File: config.mk
export PLATFORM = sky130hd
export DESIGN_NAME = phy_reset_carrier_link_loopback
export DESIGN_NICKNAME = d
export VERILOG_FILES = /design/src/hdl/phy_reset_carrier_link_loopback.v
export VERILOG_INCLUDE_DIRS = /design/src /design/src/hdl
export SDC_FILE = /design/constraint.sdc
export NUM_CORES = 1
export LEC_CHECK = 0
export BUFFER_PORTS_ARGS = -buffer_cell sky130_fd_sc_hd__buf_2
export CAP_MARGIN = 20
export CORE_ASPECT_RATIO = 1.1
export CORE_MARGIN = 5
export CORE_UTILIZATION = 58
export DETAILED_ROUTE_END_ITERATION = 12
export PLACE_DENSITY = 0.78
export REMOVE_ABC_BUFFERS = 1
export SLEW_MARGIN = 15
export SYNTH_ARGS = -nofsm -noshare
export SYNTH_HDL_FRONTEND = slang
export SYNTH_SLANG_ARGS = --single-unit
export TNS_END_PERCENT = 30
File: constraint.sdc
create_clock -name sys_clk_in -period 3.25 [get_ports sys_clk_in]
set_input_delay 0.325 -clock sys_clk_in [delete_from_list [all_inputs] [get_ports sys_clk_in]]
set_output_delay 0.325 -clock sys_clk_in [all_outputs]
set_load 0.01 [all_outputs]
File: src/hdl/phy_ctl_regs.vh
// Purpose: constants for the transceiver reset, carrier, collision, link and loopback control
// Assumes: 100 MHz system clock
// Notes:   all offsets and counts as macros
`ifndef PHY_CTL_REGS_VH
`define PHY_CTL_REGS_VH
`define ADDR_CTRL        4'h0
`define ADDR_MODE        4'h1
`define ADDR_STAT        4'h2
`define CTRL_SOFT_RESET  0
`define CTRL_COL_TEST    1
`define CTRL_LOOPBACK    2
`define CTRL_AN_ENABLE   3
`define CTRL_FULL_DUPLEX 4
`define CTRL_SPEED_100   5
`define CTRL_REPEATER    6
`define MODE_REMOTE_LOOP 0
`define MODE_USER_BITS   4
`define CTRL_RESET_VAL   8'h28
`define MODE_RESET_VAL   8'h00
`define SLOW_TIME_NS     16000
`define SETTLE_TIME_NS   330000
`define SRST_MAX_NS      500000000
`define CLK_PERIOD_NS    10
`define SLOW_CYCLES      (`SLOW_TIME_NS / `CLK_PERIOD_NS)
`define SETTLE_CYCLES    ((`SETTLE_TIME_NS + `CLK_PERIOD_NS - 1) / `CLK_PERIOD_NS)
`define SRST_CYCLES      4
`endif

File: src/hdl/phy_reset_carrier_link_loopback.v
// Purpose: reset sequencing, carrier sense, collision, link monitor and loopback control
// Assumes: 100 MHz sys_clk_in; pins from the line side and MAC side are asynchronous
// Notes:   a small register port holds control, mode and status bits
//
// Summary of operation
// - Hardware reset returns the registers to defaults; software reset does so except for mode bits 7:4.
// - Preserved bits keep their value over a software reset only.
// - MAC interface runs slow for 16 us after reset, then fast if negotiating.
// - Writing one to soft reset starts a reset; the bit then clears itself.
// - Software reset completes well within half a second.
// - Carrier goes to the MII carrier output or the RMII carrier/valid output.
// - Full-duplex or repeater: carrier from receive only; else transmit or receive.
// - Two zeros, adjacent or not, within ten received bits raise carrier.
// - Ten consecutive ones before start delimiter drop carrier.
// - After start pair carrier holds until the end symbol or first idle; it returns unless end pair or two idles follow.
// - Collision shows concurrent transmit and receive; never in full duplex.
// - Collision test: collision follows transmit enable within the bit-time bounds.
// - Link status is the 100 or 10 Mbps link, by speed, to bit and indicator.
// - Valid data leads to link-ready when negotiating, then link-up on negotiation enable; else straight to link-up.
// - Link monitor waits 330 us of valid data before link-ready.
// - Loss of valid data drops the 100 Mbps link at once from any state.
// - Near loopback returns transmit data, powers transmitters down, masks collision unless collision test is on.
// - Far loopback only works in RMII mode.
// - Far loopback returns line data to the partner and isolates the MAC.
//
// The placing of the registers and the strobed register port were decided locally.
`include "phy_ctl_regs.vh"
`timescale 1ns/1ps
`default_nettype none
module phy_reset_carrier_link_loopback #(
  parameter SETTLE_CYCLES = `SETTLE_CYCLES,
  parameter SLOW_CYCLES   = `SLOW_CYCLES
) (
  input  wire       sys_clk_in,
  input  wire       rstn_in,
  input  wire       hw_reset_low_pin_in,
  input  wire [3:0] reg_addr_in,
  input  wire [7:0] reg_wdata_in,
  input  wire       reg_wr_in,
  input  wire       reg_rd_in,
  output reg  [7:0] reg_rdata_out,
  input  wire       reduced_iface_strap_in,
  input  wire       tx_en_in,
  input  wire [3:0] txd_in,
  input  wire       rx_bit_in,
  input  wire       rx_sym_valid_in,
  input  wire [4:0] rx_sym_in,
  input  wire [3:0] rx_line_data_in,
  input  wire       data_valid_in,
  input  wire       link10_in,
  input  wire       an_enable_link_in,
  output reg        crs_out,
  output reg        crs_dv_out,
  output reg        col_out,
  output reg  [3:0] rxd_out,
  output reg  [3:0] line_txd_out,
  output reg        line_tx_power_out,
  output reg        link_indicator_output_out,
  output reg        mac_isolate_out,
  output reg        mac_fast_clk_out,
  output reg        in_reset_out
);
  // ----------------------------------------------------------------
  // Input synchronisers
  // ----------------------------------------------------------------
  // First stages are read only by their second stages
  reg [9:0] s1;
  reg [9:0] s2;
  always @(posedge sys_clk_in)
  begin
    s1 <= {hw_reset_low_pin_in, reduced_iface_strap_in, tx_en_in, rx_bit_in,
           rx_sym_valid_in, data_valid_in, link10_in, an_enable_link_in, 2'b00};
    s2 <= s1;
  end
  wire hw_rst_n  = s2[9];
  wire rmii_sel  = s2[8];
  wire tx_en     = s2[7];
  wire rx_bit    = s2[6];
  wire sym_vld   = s2[5];
  wire dvalid    = s2[4];
  wire link10    = s2[3];
  wire an_ok     = s2[2];
  reg  [4:0] sym_q1;
  reg  [4:0] sym_q2;
  always @(posedge sys_clk_in)
  begin
    sym_q1 <= rx_sym_in;
    sym_q2 <= sym_q1;
  end

  // ----------------------------------------------------------------
  // Reset control
  // ----------------------------------------------------------------
  reg  [7:0] ctrl;
  reg  [7:0] mode;
  reg  [2:0] srst_cnt;
  wire       srst_act = ctrl[`CTRL_SOFT_RESET];
  wire       hard_rst = !rstn_in || !hw_rst_n;
  // Soft reset drives the same internal reset as the pin
  wire       int_rst  = hard_rst || (srst_act && srst_cnt == (`SRST_CYCLES - 1));
  always @(posedge sys_clk_in)
  begin
    if (hard_rst || !srst_act)
      srst_cnt <= 3'h0;
    else if (srst_cnt != 3'h7)
      srst_cnt <= srst_cnt + 3'h1;
  end

  // ----------------------------------------------------------------
  // Register port
  // ----------------------------------------------------------------
  wire [7:0] status;
  always @(posedge sys_clk_in)
  begin
    if (hard_rst)
    begin
      ctrl <= `CTRL_RESET_VAL;
      mode <= `MODE_RESET_VAL;
    end
    else if (int_rst)
    begin
      ctrl <= `CTRL_RESET_VAL;
      // Upper mode bits survive software reset
      mode <= {mode[7:`MODE_USER_BITS], 4'h0};
    end
    else if (reg_wr_in)
    begin
      if (reg_addr_in == `ADDR_CTRL)
        ctrl <= {1'b0, reg_wdata_in[6:1], reg_wdata_in[0] | srst_act};
      else if (reg_addr_in == `ADDR_MODE)
        mode <= reg_wdata_in;
    end
  end
  always @(posedge sys_clk_in)
  begin
    if (!rstn_in)
      reg_rdata_out <= 8'h00;
    else if (reg_rd_in)
    begin
      if (reg_addr_in == `ADDR_CTRL)
        reg_rdata_out <= ctrl;
      else if (reg_addr_in == `ADDR_MODE)
        reg_rdata_out <= mode;
      else if (reg_addr_in == `ADDR_STAT)
        reg_rdata_out <= status;
      else
        reg_rdata_out <= 8'h00;
    end
    else
      reg_rdata_out <= 8'h00;
  end
  wire col_test = ctrl[`CTRL_COL_TEST];
  wire near_lb  = ctrl[`CTRL_LOOPBACK];
  wire an_en    = ctrl[`CTRL_AN_ENABLE];
  wire fdx      = ctrl[`CTRL_FULL_DUPLEX];
  wire spd100   = ctrl[`CTRL_SPEED_100];
  wire rptr     = ctrl[`CTRL_REPEATER];
  wire far_lb   = mode[`MODE_REMOTE_LOOP] && rmii_sel;

  // ----------------------------------------------------------------
  // Slow interface window after reset
  // ----------------------------------------------------------------
  reg [15:0] slow_cnt;
  always @(posedge sys_clk_in)
  begin
    if (int_rst)
    begin
      slow_cnt         <= 16'h0000;
      mac_fast_clk_out <= 1'b0;
    end
    else
    begin
      if (slow_cnt != SLOW_CYCLES[15:0])
        slow_cnt <= slow_cnt + 16'h0001;
      mac_fast_clk_out <= (slow_cnt == SLOW_CYCLES[15:0]) && an_en;
    end
  end

  // ----------------------------------------------------------------
  // Receive carrier detection
  // ----------------------------------------------------------------
  localparam SYM_J    = 5'h18;
  localparam SYM_K    = 5'h11;
  localparam SYM_T    = 5'h0D;
  localparam SYM_R    = 5'h07;
  localparam SYM_IDLE = 5'h1F;
  localparam C_IDLE = 3'h0;
  localparam C_PRE  = 3'h1;
  localparam C_GOTJ = 3'h2;
  localparam C_PKT  = 3'h3;
  localparam C_GOTT = 3'h4;
  localparam C_GOTI = 3'h5;
  reg [2:0] cs;
  reg [2:0] next_cs;
  reg [9:0] win;
  reg [3:0] ones;
  reg       rx_crs;
  reg       next_rx_crs;
  // Two zeros, adjacent or not, anywhere in ten bits
  wire [9:0] nwin = {win[8:0], rx_bit};
  wire [9:0] zeros = ~nwin;
  wire two_zero = (zeros & (zeros - 10'h001)) != 10'h000 &&
                  !((zeros & (zeros >> 1)) != 10'h000 && (zeros & (zeros - 10'h001) &
                    (zeros - 10'h001 - ((zeros & (zeros - 10'h001)) & ~(zeros - 10'h001))))
                    == 10'h000);
  always @*
  begin
    next_cs     = cs;
    next_rx_crs = rx_crs;
    case (cs)
      C_IDLE:
        if (two_zero)
        begin
          next_cs     = C_PRE;
          next_rx_crs = 1'b1;
        end
      C_PRE:
        if (ones == 4'h9 && rx_bit)
        begin
          next_cs     = C_IDLE;
          next_rx_crs = 1'b0;
        end
        else if (sym_vld && sym_q2 == SYM_J)
          next_cs = C_GOTJ;
      C_GOTJ:
        if (sym_vld)
          next_cs = (sym_q2 == SYM_K) ? C_PKT : C_PRE;
      C_PKT:
        if (sym_vld && sym_q2 == SYM_T)
        begin
          next_cs     = C_GOTT;
          next_rx_crs = 1'b0;
        end
        else if (sym_vld && sym_q2 == SYM_IDLE)
        begin
          next_cs     = C_GOTI;
          next_rx_crs = 1'b0;
        end
      C_GOTT:
        if (sym_vld)
        begin
          next_cs     = (sym_q2 == SYM_R) ? C_IDLE : C_PKT;
          next_rx_crs = (sym_q2 != SYM_R);
        end
      C_GOTI:
        if (sym_vld)
        begin
          next_cs     = (sym_q2 == SYM_IDLE) ? C_IDLE : C_PKT;
          next_rx_crs = (sym_q2 != SYM_IDLE);
        end
      default:
        next_cs = C_IDLE;
    endcase
  end
  always @(posedge sys_clk_in)
  begin
    if (int_rst)
    begin
      cs     <= C_IDLE;
      win    <= 10'h3FF;
      ones   <= 4'h0;
      rx_crs <= 1'b0;
    end
    else
    begin
      cs     <= next_cs;
      win    <= nwin;
      ones   <= rx_bit ? ((ones == 4'hF) ? ones : ones + 4'h1) : 4'h0;
      rx_crs <= next_rx_crs;
    end
  end

  // ----------------------------------------------------------------
  // Link monitor
  // ----------------------------------------------------------------
  localparam L_DOWN  = 2'h0;
  localparam L_WAIT  = 2'h1;
  localparam L_READY = 2'h2;
  localparam L_UP    = 2'h3;
  reg [1:0]  ls;
  reg [15:0] settle;
  always @(posedge sys_clk_in)
  begin
    if (int_rst || !dvalid)
    begin
      ls     <= L_DOWN;
      settle <= 16'h0000;
    end
    else
    begin
      case (ls)
        L_DOWN:
          ls <= L_WAIT;
        L_WAIT:
          if (settle == SETTLE_CYCLES[15:0] - 16'h0001)
            ls <= an_en ? L_READY : L_UP;
          else
            settle <= settle + 16'h0001;
        L_READY:
          if (an_ok)
            ls <= L_UP;
        default:
          ls <= L_UP;
      endcase
    end
  end
  wire link100 = (ls == L_UP);
  wire link    = spd100 ? link100 : link10;
  assign status = {5'h00, rx_crs, (ls == L_UP) | (ls == L_READY), link};

  // ----------------------------------------------------------------
  // Carrier, collision and loopback outputs
  // ----------------------------------------------------------------
  // Collision test counts bit times in system clocks at the current speed
  reg [12:0] ct_cnt;
  wire [12:0] bit_clks = spd100 ? 13'h0001 : 13'h000A;
  wire rx_act = near_lb ? tx_en : rx_crs;
  wire tx_act = tx_en && !far_lb;
  always @(posedge sys_clk_in)
  begin
    if (int_rst || !tx_en)
      ct_cnt <= 13'h0000;
    else if (ct_cnt != 13'h1FFF)
      ct_cnt <= ct_cnt + 13'h0001;
  end
  wire col_tst = col_test && tx_en && ct_cnt >= bit_clks;
  always @(posedge sys_clk_in)
  begin
    if (int_rst)
    begin
      crs_out                   <= 1'b0;
      crs_dv_out                <= 1'b0;
      col_out                   <= 1'b0;
      rxd_out                   <= 4'h0;
      line_txd_out              <= 4'h0;
      line_tx_power_out         <= 1'b0;
      link_indicator_output_out <= 1'b0;
      mac_isolate_out           <= 1'b0;
    end
    else
    begin
      crs_out    <= !rmii_sel && !far_lb &&
                    ((fdx || rptr) ? rx_act : (rx_act || tx_act));
      crs_dv_out <= rmii_sel && !far_lb &&
                    ((fdx || rptr) ? rx_act : (rx_act || tx_act));
      // Full duplex masks collision even under collision test
      if (col_tst && !fdx)
        col_out <= 1'b1;
      else
        col_out <= !fdx && !near_lb && !far_lb && tx_en && rx_crs;
      rxd_out           <= far_lb ? 4'h0 : (near_lb ? txd_in : rx_line_data_in);
      line_txd_out      <= far_lb ? rx_line_data_in : txd_in;
      line_tx_power_out <= !near_lb;
      link_indicator_output_out <= link;
      mac_isolate_out   <= far_lb;
    end
  end
  always @(posedge sys_clk_in)
  begin
    if (!rstn_in)
      in_reset_out <= 1'b1;
    else
      in_reset_out <= int_rst;
  end
endmodule
`default_nettype wire

### Yosys cells after proc, flatten, opt, wreduce, memory -nomap -nowiden

Cells that the tools add are included.

* register bits: 132
* logic and storage cells: 173

* add/sub/neg operators: 7
* order comparisons: 1
* equal/unequal tests: 34
* muxes and demuxes: 33
* bitwise operators: 13
* reduce and logical (&&, ||, !) cells: 57

Operator list (number)
* 16-bit by 1-bit adder with 16-bit output (second input constant): 2
* 10-bit bitwise AND: 3
* 3-bit two-way mux: 9
* 1-bit logical AND: 21
* 10-bit NOT: 2
* 10-bit nonzero test: 2
* 3-bit one-hot mux with 6 select lines: 1
* 16-bit by 11-bit equality test with 1-bit output (second input constant): 1
* 16-bit equality test (second input constant): 1
* 16-bit by 11-bit inequality test with 1-bit output (second input constant): 1
* 5-bit equality test (second input constant): 3
* 2-bit inequality test (second input constant): 7
* 13-bit by 1-bit adder with 13-bit output (second input constant): 1
* 13-bit by 4-bit >= comparator with 1-bit output: 1
* 13-bit inequality test (second input constant): 1
* 4-bit two-way mux: 3
* 6-bit AND reduction: 2
* 1-bit two-way mux: 11
* 10-bit by 9-bit bitwise AND with 10-bit output: 1
* 1-bit zero test: 10
* 10-bit zero test: 1
* 2-bit two-way mux: 5
* 10-bit by 1-bit subtractor with 10-bit output (second input constant): 1
* 10-bit subtractor: 1
* 30 further kinds: 54

### Logic depth before layout (Yosys ltp)

Gate-level depths: netlist of run 1.

* depth in word-level cells: 12
* depth in mapped cells: 12

### Worst setup path after synthesis of run 1

No wires, ideal clock.

* path kind: register to register
* start point: register s2[6]
* end point: register cs[1]
* library setup time: 0.086 ns
* arrival time: 2.645 ns
* slack: 0.518 ns
* cell stages (with the launch flop): 13
* clock period less this slack: 2.732 ns
* cells stage by stage: dfxtp_1 -> ha_1 -> inv_1 -> nor3_1 -> nand3_1 -> ha_1 -> and3_1 -> a21oi_1 -> a221oi_1 -> nand4b_1 -> a221o_1 -> or3_4 -> a221oi_2

* cells in the longest elaborated chain, start to end: 12

Ends and longest elaborated chain
* from (decl): line phy_reset_carrier_link_loopback.v:68 `reg [9:0] s2;`
* from (signal assigned): line phy_reset_carrier_link_loopback.v:73 `s2 <= s1;`
* 10-bit NOT: line phy_reset_carrier_link_loopback.v:201 `wire [9:0] zeros = ~nwin;`
* 10-bit by 1-bit subtractor with 10-bit output: line phy_reset_carrier_link_loopback.v:202, phy_reset_carrier_link_loopback.v:203, phy_reset_carrier_link_loopback.v:204
* 10-bit bitwise AND / 10-bit NOT (equally long branches): line phy_reset_carrier_link_loopback.v:202, phy_reset_carrier_link_loopback.v:203, phy_reset_carrier_link_loopback.v:204
* 10-bit bitwise AND: line phy_reset_carrier_link_loopback.v:204 `(zeros - 10'h001 - ((zeros & (zeros - 10'h001)) & ~(zeros - 10'h001))))`
* 10-bit subtractor: line phy_reset_carrier_link_loopback.v:204
* 10-bit bitwise AND: line phy_reset_carrier_link_loopback.v:203 `!((zeros & (zeros >> 1)) != 10'h000 && (zeros & (zeros - 10'h001) &`
* 10-bit zero test: line phy_reset_carrier_link_loopback.v:203
* 1-bit logical AND: line phy_reset_carrier_link_loopback.v:203
* 1-bit zero test: line phy_reset_carrier_link_loopback.v:203
* 1-bit logical AND: line phy_reset_carrier_link_loopback.v:202 `wire two_zero = (zeros & (zeros - 10'h001)) != 10'h000 &&`
* 2-bit inequality test (no line)
* 6-bit AND reduction (no line)
* to (signal assigned): line phy_reset_carrier_link_loopback.v:266 `cs <= next_cs;`
* to (decl): line phy_reset_carrier_link_loopback.v:193 `reg [2:0] cs;`

Several ways; a longest one is shown, not always the timed one.
A chain may end at the register's enable or synchronous reset.

### Final worst setup path of run 1

Same ends and word-level chain as after synthesis.

==> summary.txt, run 1 <==
Outcome
  – Status: finished clean

Setup path
  – Reg-to-Reg Start: s2[6]
  – Worst Setup End Kind: flop
  – CP bufs+invs: 1
  – Crit path max-delay family: simple AND/OR/NAND/NOR gates
  – Peak fanout along the critical path: 5
  – WP data arrival: 3.47 ns
  – R2R cell count: 12
  – Worst R2R Setup Slack: between 0.2 and 0.25 ns
  – Crit. path cell count: 12
  – Critical-path top delay cell: dfxtp_1
  – CP Data Required Time: 3.68 ns
  – Worst-path cell chain: ha_1 > inv_1 > nor3_2 > nand3_1 > ha_1 > and3_1 > a21oi_1 > a221oi_1 > nand4b_1 > a221o_1 > or3_4 > a221oi_2
  – Crit path top cell by count: ha_1
  – CP Launch Type: flop
  – CP endpoint: cs[1]
  – CP startpoint: s2[6]
  – R2r endpoint: cs[1]
  – CP Class: flop to flop
  – CP peak stage delay: between 0.4 and 0.5 ns

Timing
  – Fin crit share: 0.934
  – Fin. max-slew vios: 0
  – Tmin final: roughly 3 ns
  – RSZ-0062 raised after global routing: false
  – Worst slew pin tran: 0.992 ns
  – Clk_skew: ~0.0081 ns
  – Setup violators final: 0
  – Fmax: between 300 and 400 MHz
  – PnR worst setup slack: 0.214 ns
  – Final number of hold-violating endpoints: 0
  – Worst slew margin: 0.338
  – TNS Setup: 0 ns

Logic synthesis
  – Primary FF master, synth: dfxtp_1
  – Post-Syn Instances: 601
  – Synth Register Bits: 132
  – Number of synthesized flops with an enable pin: 0
  – Largest family of logic cells by synthesized area: simple AND/OR/NAND/NOR gates
  – Post-Synth Simple-Gate Area: 0.231
  – Top post-synthesis cells by count: 132 x dfxtp_1, 94 x nor2_1, 57 x nand2_1, 30 x xor2_1, 29 x inv_1
  – FFs w/ async S/R, synth: 0
  – Post-synth top area share: 0.484
  – Post-synthesis xor/xnor area fraction: 0.0721
  – Sequential area share after synthesis: 0.484
  – Most numerous cell in the Yosys netlist: dfxtp_1
  – Post-synthesis mux area share: 0.0495
  – Synth top area cells: dfxtp_1 48%, nor2_1 6.5%, ha_1 6.0%, mux2i_1 4.9%, xor2_1 4.8%
  – Synth Cell Area: 5470 sq um
  – Adder-Cell Fraction of Synth Area: 0.0595
  – Synth warn: 0
  – Synth Area in Compound Gates: 0.0739
  – Yosys cell types: between 40 and 50
  – Mapped Avg Cell Area: ~9 sq um
  – Yosys top cell by area: dfxtp_1

Global route
  – Gr usage total: 0.215
  – Largest net degree at the start of global routing: 32
  – Total gr overflow: 0
  – Initial antenna violation count: 0
  – Global-route wire length before repair: roughly 20 mm
  – Number of global-route vias before repair: ~4500

Drt
  – Pre-antenna DRT Iters: 5
  – Routed via count: about 4500
  – DRC errors left: 0
  – Final WL: ~12 mm
  – Post-DR wirelength/cell: about 15 um
  – DR vias/cell: ~5.6
  – Initial DRC Count: 210
  – Antenna Nets Post-Route: 0

Clock network
  – Post-CTS setup buffer count: 0
  – H-tree Lvls: 4
  – Clock tree buffer depth: 2
  – Root buffer cell: clkbuf_8
  – Cts bufs inserted: 17
  – Clock Sink Count: about 130
  – Skew-Pair Late Insertion Delay: between 0.5 and 0.6 ns
  – Clock-pin slew on the worst setup and hold paths: about 0.06 ns
  – TritonCTS clock tree: built

Layout
  – Area Overhead vs Synth: 20.3%
  – # diodes: 0
  – Layout Nets: 743
  – Fillers: ~690
  – Design area: around 6600 sq um
  – Layout cells sized above 1: 0.143

Placement
  – DPL Wire Length: 8.36 mm
  – Post-DP Area: just under 6000 sq um
  – GPL Wtd Cong: 0.888
  – Post-Place Worst Slack: 0.252 ns
  – Buffers on Ports: 60

Hold path
  – Tightest Hold Check Type: input port to flop

Floorplan
  – Starting Density: 0.587
  – Core area: approximately 9300 sq um
  – DIE AREA: around 11000 sq um
  – Die height: ~110 um
  – Top Ports: between 60 and 70
  – Die width: 103 um
  – Row Count: 37

Pwr
  – Pwr/cell area: between 500 and 600 nW/um^2
  – LEAKAGE: roughly 2.8 nW
  – Maximum vdd ir drop: between 0.3 and 0.4 mV

Run
  – Max_cap viols: 0
-- power breakdown --
| group | switching (mW) | internal [mW] |
|---|---|---|
| Combinational | 0.101 | 0.0818 |
| Sequential | 0.0199 | 1.65 |
| Clock | 0.730 | 1.10 |
| Total | 0.851 | 2.83 |
-- per-stage QoR --
step | power, mW | hold slack (ns) | util | std cells
6_report | 3.68 | 0.0358 | 0.706 | 810
5_1_grt | 3.82 | 0.0466 | 0.706 | 810
4_1_cts | 3.71 | 0.0189 | 0.706 | 810
3_5_place_dp | 1.87 | 0.312 | 0.631 | 765
3_3_place_gp | 1.86 | 0.311 | 0.631 | 765
2_1_floorplan | 1.80 | 0.310 | - | 586
-- what timing repair did --
action / in CTS / in global routing
endpoints found under the hold margin: 13 / 0
setup endpoints to repair: 0 / 3
gates resized for setup: 0 / 1
hold buffers: 13 / 0
-- worst min-delay path by stage --
stage                            start               to  cells after the start
CTS                    reg_wdata_in[3]          ctrl[3]                      3
global route        rx_line_data_in[0]  line_txd_out[0]                      3
floorplan                        s1[2]            s2[2]                      0
finish                 reg_wdata_in[3]          ctrl[3]                      3
detailed placement               s1[5]            s2[5]                      0
global placement             sym_q1[3]        sym_q2[3]                      0
-- registers in the layout (all words and copies together) (netlist names), 4 cells and up --
signal         count
ctrl               7
ones               4
mode               8
ct_cnt            13
reg_rdata_out      8
settle            16
line_txd_out       4
s1                 8
rxd_out            4
sym_q2             5
s2                 8
win                9
sym_q1             5
slow_cnt          16
-- cells by family (layout without fill, tap and decap cells) --
kind of cell / count (synthesis) / in the layout
compound gates: 62 / 62
xor+xnor: 45 / 45
fa+ha+maj: 26 / 26
buf+inv: 44 / 136
flops: 132 / 132
mux: 27 / 27
simple gates: 265 / 265
-- layout by cell type (no fill, tap or decap), drive strengths merged, types with 10 or more instances in the layout --
cell type / instances
mux2i: 27
nor3: 12
nor2: 95
nand3: 26
ha: 26
inv: 34
xnor2: 15
nor4: 10
buf: 62
nand2: 57
nand4: 15
clkbuf: 17
and3: 13
xor2: 30
dlygate4sd3: 13
o21ai: 11
dfxtp: 132
a21oi: 25
-- tightest hold or removal path, delay by kind of cell --
kind,cells,cell delay (ns)
buffers and inverters,1,0.09
muxes,1,0.06
and+or+nand+nor,1,0.06
-- final cells by class --
cell class	count	area (sq um)	share of cell area
multi-input combinational	425	2660	0.405
sequential	132	2640	0.402
timing repair buffer	75	445	0.0678
clock buffer	17	414	0.0630
clock inverter	15	154	0.0234
tap	117	146	0.0223
inverter	29	109	0.0166
-- layer usage --
metal | vias to the layer above | GRT usage | routed length, um
li1 | 2226 | - | -
met1 | 2131 | 0.259 | 4920
met3 | 29 | 0.0464 | 667
met5 | - | 0 | 0
met4 | 0 | 0.0875 | 257
met2 | 134 | 0.367 | 5920
Note: power is estimated with default switching activity, not from simulation.
==> run 2, diff against run 1 <==
--- a/config.mk
+++ b/config.mk
@@ -6,7 +6,7 @@
 export SDC_FILE = /design/constraint.sdc
 export NUM_CORES = 1
 export LEC_CHECK = 0
-export BUFFER_PORTS_ARGS = -buffer_cell sky130_fd_sc_hd__buf_2
+export BUFFER_PORTS_ARGS = -buffer_cell sky130_fd_sc_hd__clkbuf_2
 export CAP_MARGIN = 20
 export CORE_ASPECT_RATIO = 1.1
 export CORE_MARGIN = 5
==> run 2 against run 1 <==
Final cell count unchanged. Setup slack better by 0.0086 ns. Non-clock buffer count up 1. Sequential cell count unchanged.
==> summary.txt, run 2 (synthesized netlist as in run 1, its figures left out) <==
Outcome
  – Status: finished clean

Layout
  – Area Overhead vs Synth: 21.8%
  – Layout Nets: approximately 740
  – Fillers: 703
  – Largest regs: settle: 16 flops, slow_cnt: 16 flops, ct_cnt: 13 flops
  – Layout cells sized above 1: 0.141
  – Commonest non-fill, non-tap cell in the layout: dfxtp_1
  – # diodes: 0
  – Most frequent cells in the layout: 132 x dfxtp_1, 94 x nor2_1, 60 x clkbuf_2, 57 x nand2_1, 30 x xor2_1

Clock network
  – Cts bufs inserted: 17
  – Post-CTS setup buffer count: 0
  – Skew-Pair Late Insertion Delay: roughly 0.53 ns
  – Clock Sink Count: approximately 130
  – Clock-pin slew on the worst setup and hold paths: ~0.060 ns
  – H-tree Lvls: 4
  – TritonCTS clock tree: built
  – Clock tree buffer depth: 2
  – Root buffer cell: clkbuf_8

Setup path
  – WP data arrival: approximately 3.5 ns
  – Worst Setup End Kind: flop
  – Peak fanout along the critical path: 5
  – CP Class: flop to flop
  – CP Launch Type: flop
  – CP Data Required Time: around 3.7 ns

Floorplan
  – Die width: between 100 and 150 um
  – Top Ports: around 60
  – Core area: ~9300 sq um
  – Die height: 112 um
  – Row Count: 37
  – DIE AREA: roughly 11000 sq um
  – Starting Density: 0.587

Placement
  – DPL Wire Length: roughly 8.4 mm
  – Buffers on Ports: 60
  – GPL Wtd Cong: roughly 0.9

Timing
  – Fmax: about 330 MHz
  – Worst slew margin: 0.400
  – Final number of hold-violating endpoints: 0
  – Clk_skew: around 0.008 ns
  – Worst slew pin tran: just under 0.9 ns
  – Tmin final: just over 3 ns
  – Fin. max-slew vios: 0
  – RSZ-0062 raised after global routing: false
  – Fin crit share: 0.931
  – TNS Setup: 0 ns
  – Setup violators final: 0

Drt
  – Post-DR wirelength/cell: between 15 and 20 um
  – Final WL: 12.4 mm
  – Initial DRC Count: 296
  – DRC errors left: 0
  – Routed via count: about 4500
  – Antenna Nets Post-Route: 0
  – Pre-antenna DRT Iters: 5
  – DR vias/cell: 5.52

Hold path
  – Tightest Hold Check Type: input port to flop

Global route
  – Largest net degree at the start of global routing: 23
  – Initial antenna violation count: 0
  – Gr usage total: 0.231
  – Total gr overflow: 0
  – Number of global-route vias before repair: ~4600
  – Global-route wire length before repair: approximately 21 mm

Pwr
  – Pwr/cell area: just under 600 nW/um^2
  – LEAKAGE: 2.78 nW
  – Maximum vdd ir drop: ~0.35 mV
  – Power Total: a little under 4 mW

Run
  – Max_cap viols: 0
run 2: cell count changes in the layout (fill, tap and decap cells not counted), moves of 2 or more:
cell       previous run  this run
inv_6                 5         1
clkbuf_2              0        60
clkinv_2              4         1
clkinv_4              0         2
bufinv_16             2         5
buf_2                60         0
run 2: layer usage:
metal,up-vias,GRT usage,part of all wire
li1,2223,-,-
met1,2100,0.272,0.41
met2,131,0.390,0.51
met3,21,0.0627,0.058
met4,0,0.0989,0.022
met5,-,0,0
run 2: what timing repair did:
action / CTS / global route
resized for setup: 0 / 2
endpoints found under the hold margin: 13 / 0
setup endpoints to repair: 0 / 3
hold buffers: 13 / 0
run 2: worst paths after layout:
kind                                       from   endpoint  slack (ns)  cells past startpoint
worst max register to register            s2[6]      cs[1]        0.22                     11
worst min-delay path            reg_wdata_in[5]    ctrl[5]        0.04                      3
worst min register to register        sym_q1[0]  sym_q2[0]        0.32                      0
worst max-delay path                      s2[6]      cs[1]        0.22                     11
run 2: cell type report:
cell class,count,area [sq um],area share
Multi-Input combinational cell,425,2670,0.401
Sequential cell,132,2640,0.397
Timing Repair Buffer,76,453,0.0681
Clock buffer,19,432,0.0649
Clock inverter,12,204,0.0306
Tap cell,117,146,0.0220
Inverter,29,109,0.0164
run 2: power breakdown:
group	internal [mW]	total (mW)	switching [mW]
combinational	0.0829	0.187	0.104
clock	1.34	2.03	0.690
sequential	1.65	1.67	0.0206
run 2: worst max-delay path: stages (launching register included):
cell      delay [ns]
dfxtp_1         0.40
nand3_1         0.16
nor2_1          0.26
nand2_1         0.11
ha_1            0.34
and3_1          0.24
a21oi_1         0.09
a221oi_1        0.24
nand4b_1        0.14
a221o_1         0.32
or3_4           0.41
a221oi_2        0.23
run 2: stage by stage:
stage	hold WS [ns]	worst slack (ns)	area, sq um	utilization	std cells
CTS	0.0239	0.148	6640	0.714	810
global placement	0.310	0.326	5880	0.632	766
detailed placement	0.312	0.184	5880	0.632	766
floorplan	0.310	0.510	5410	-	586
global route	0.0288	0.0255	6660	0.715	810
finish	0.0383	0.223	6660	0.715	810
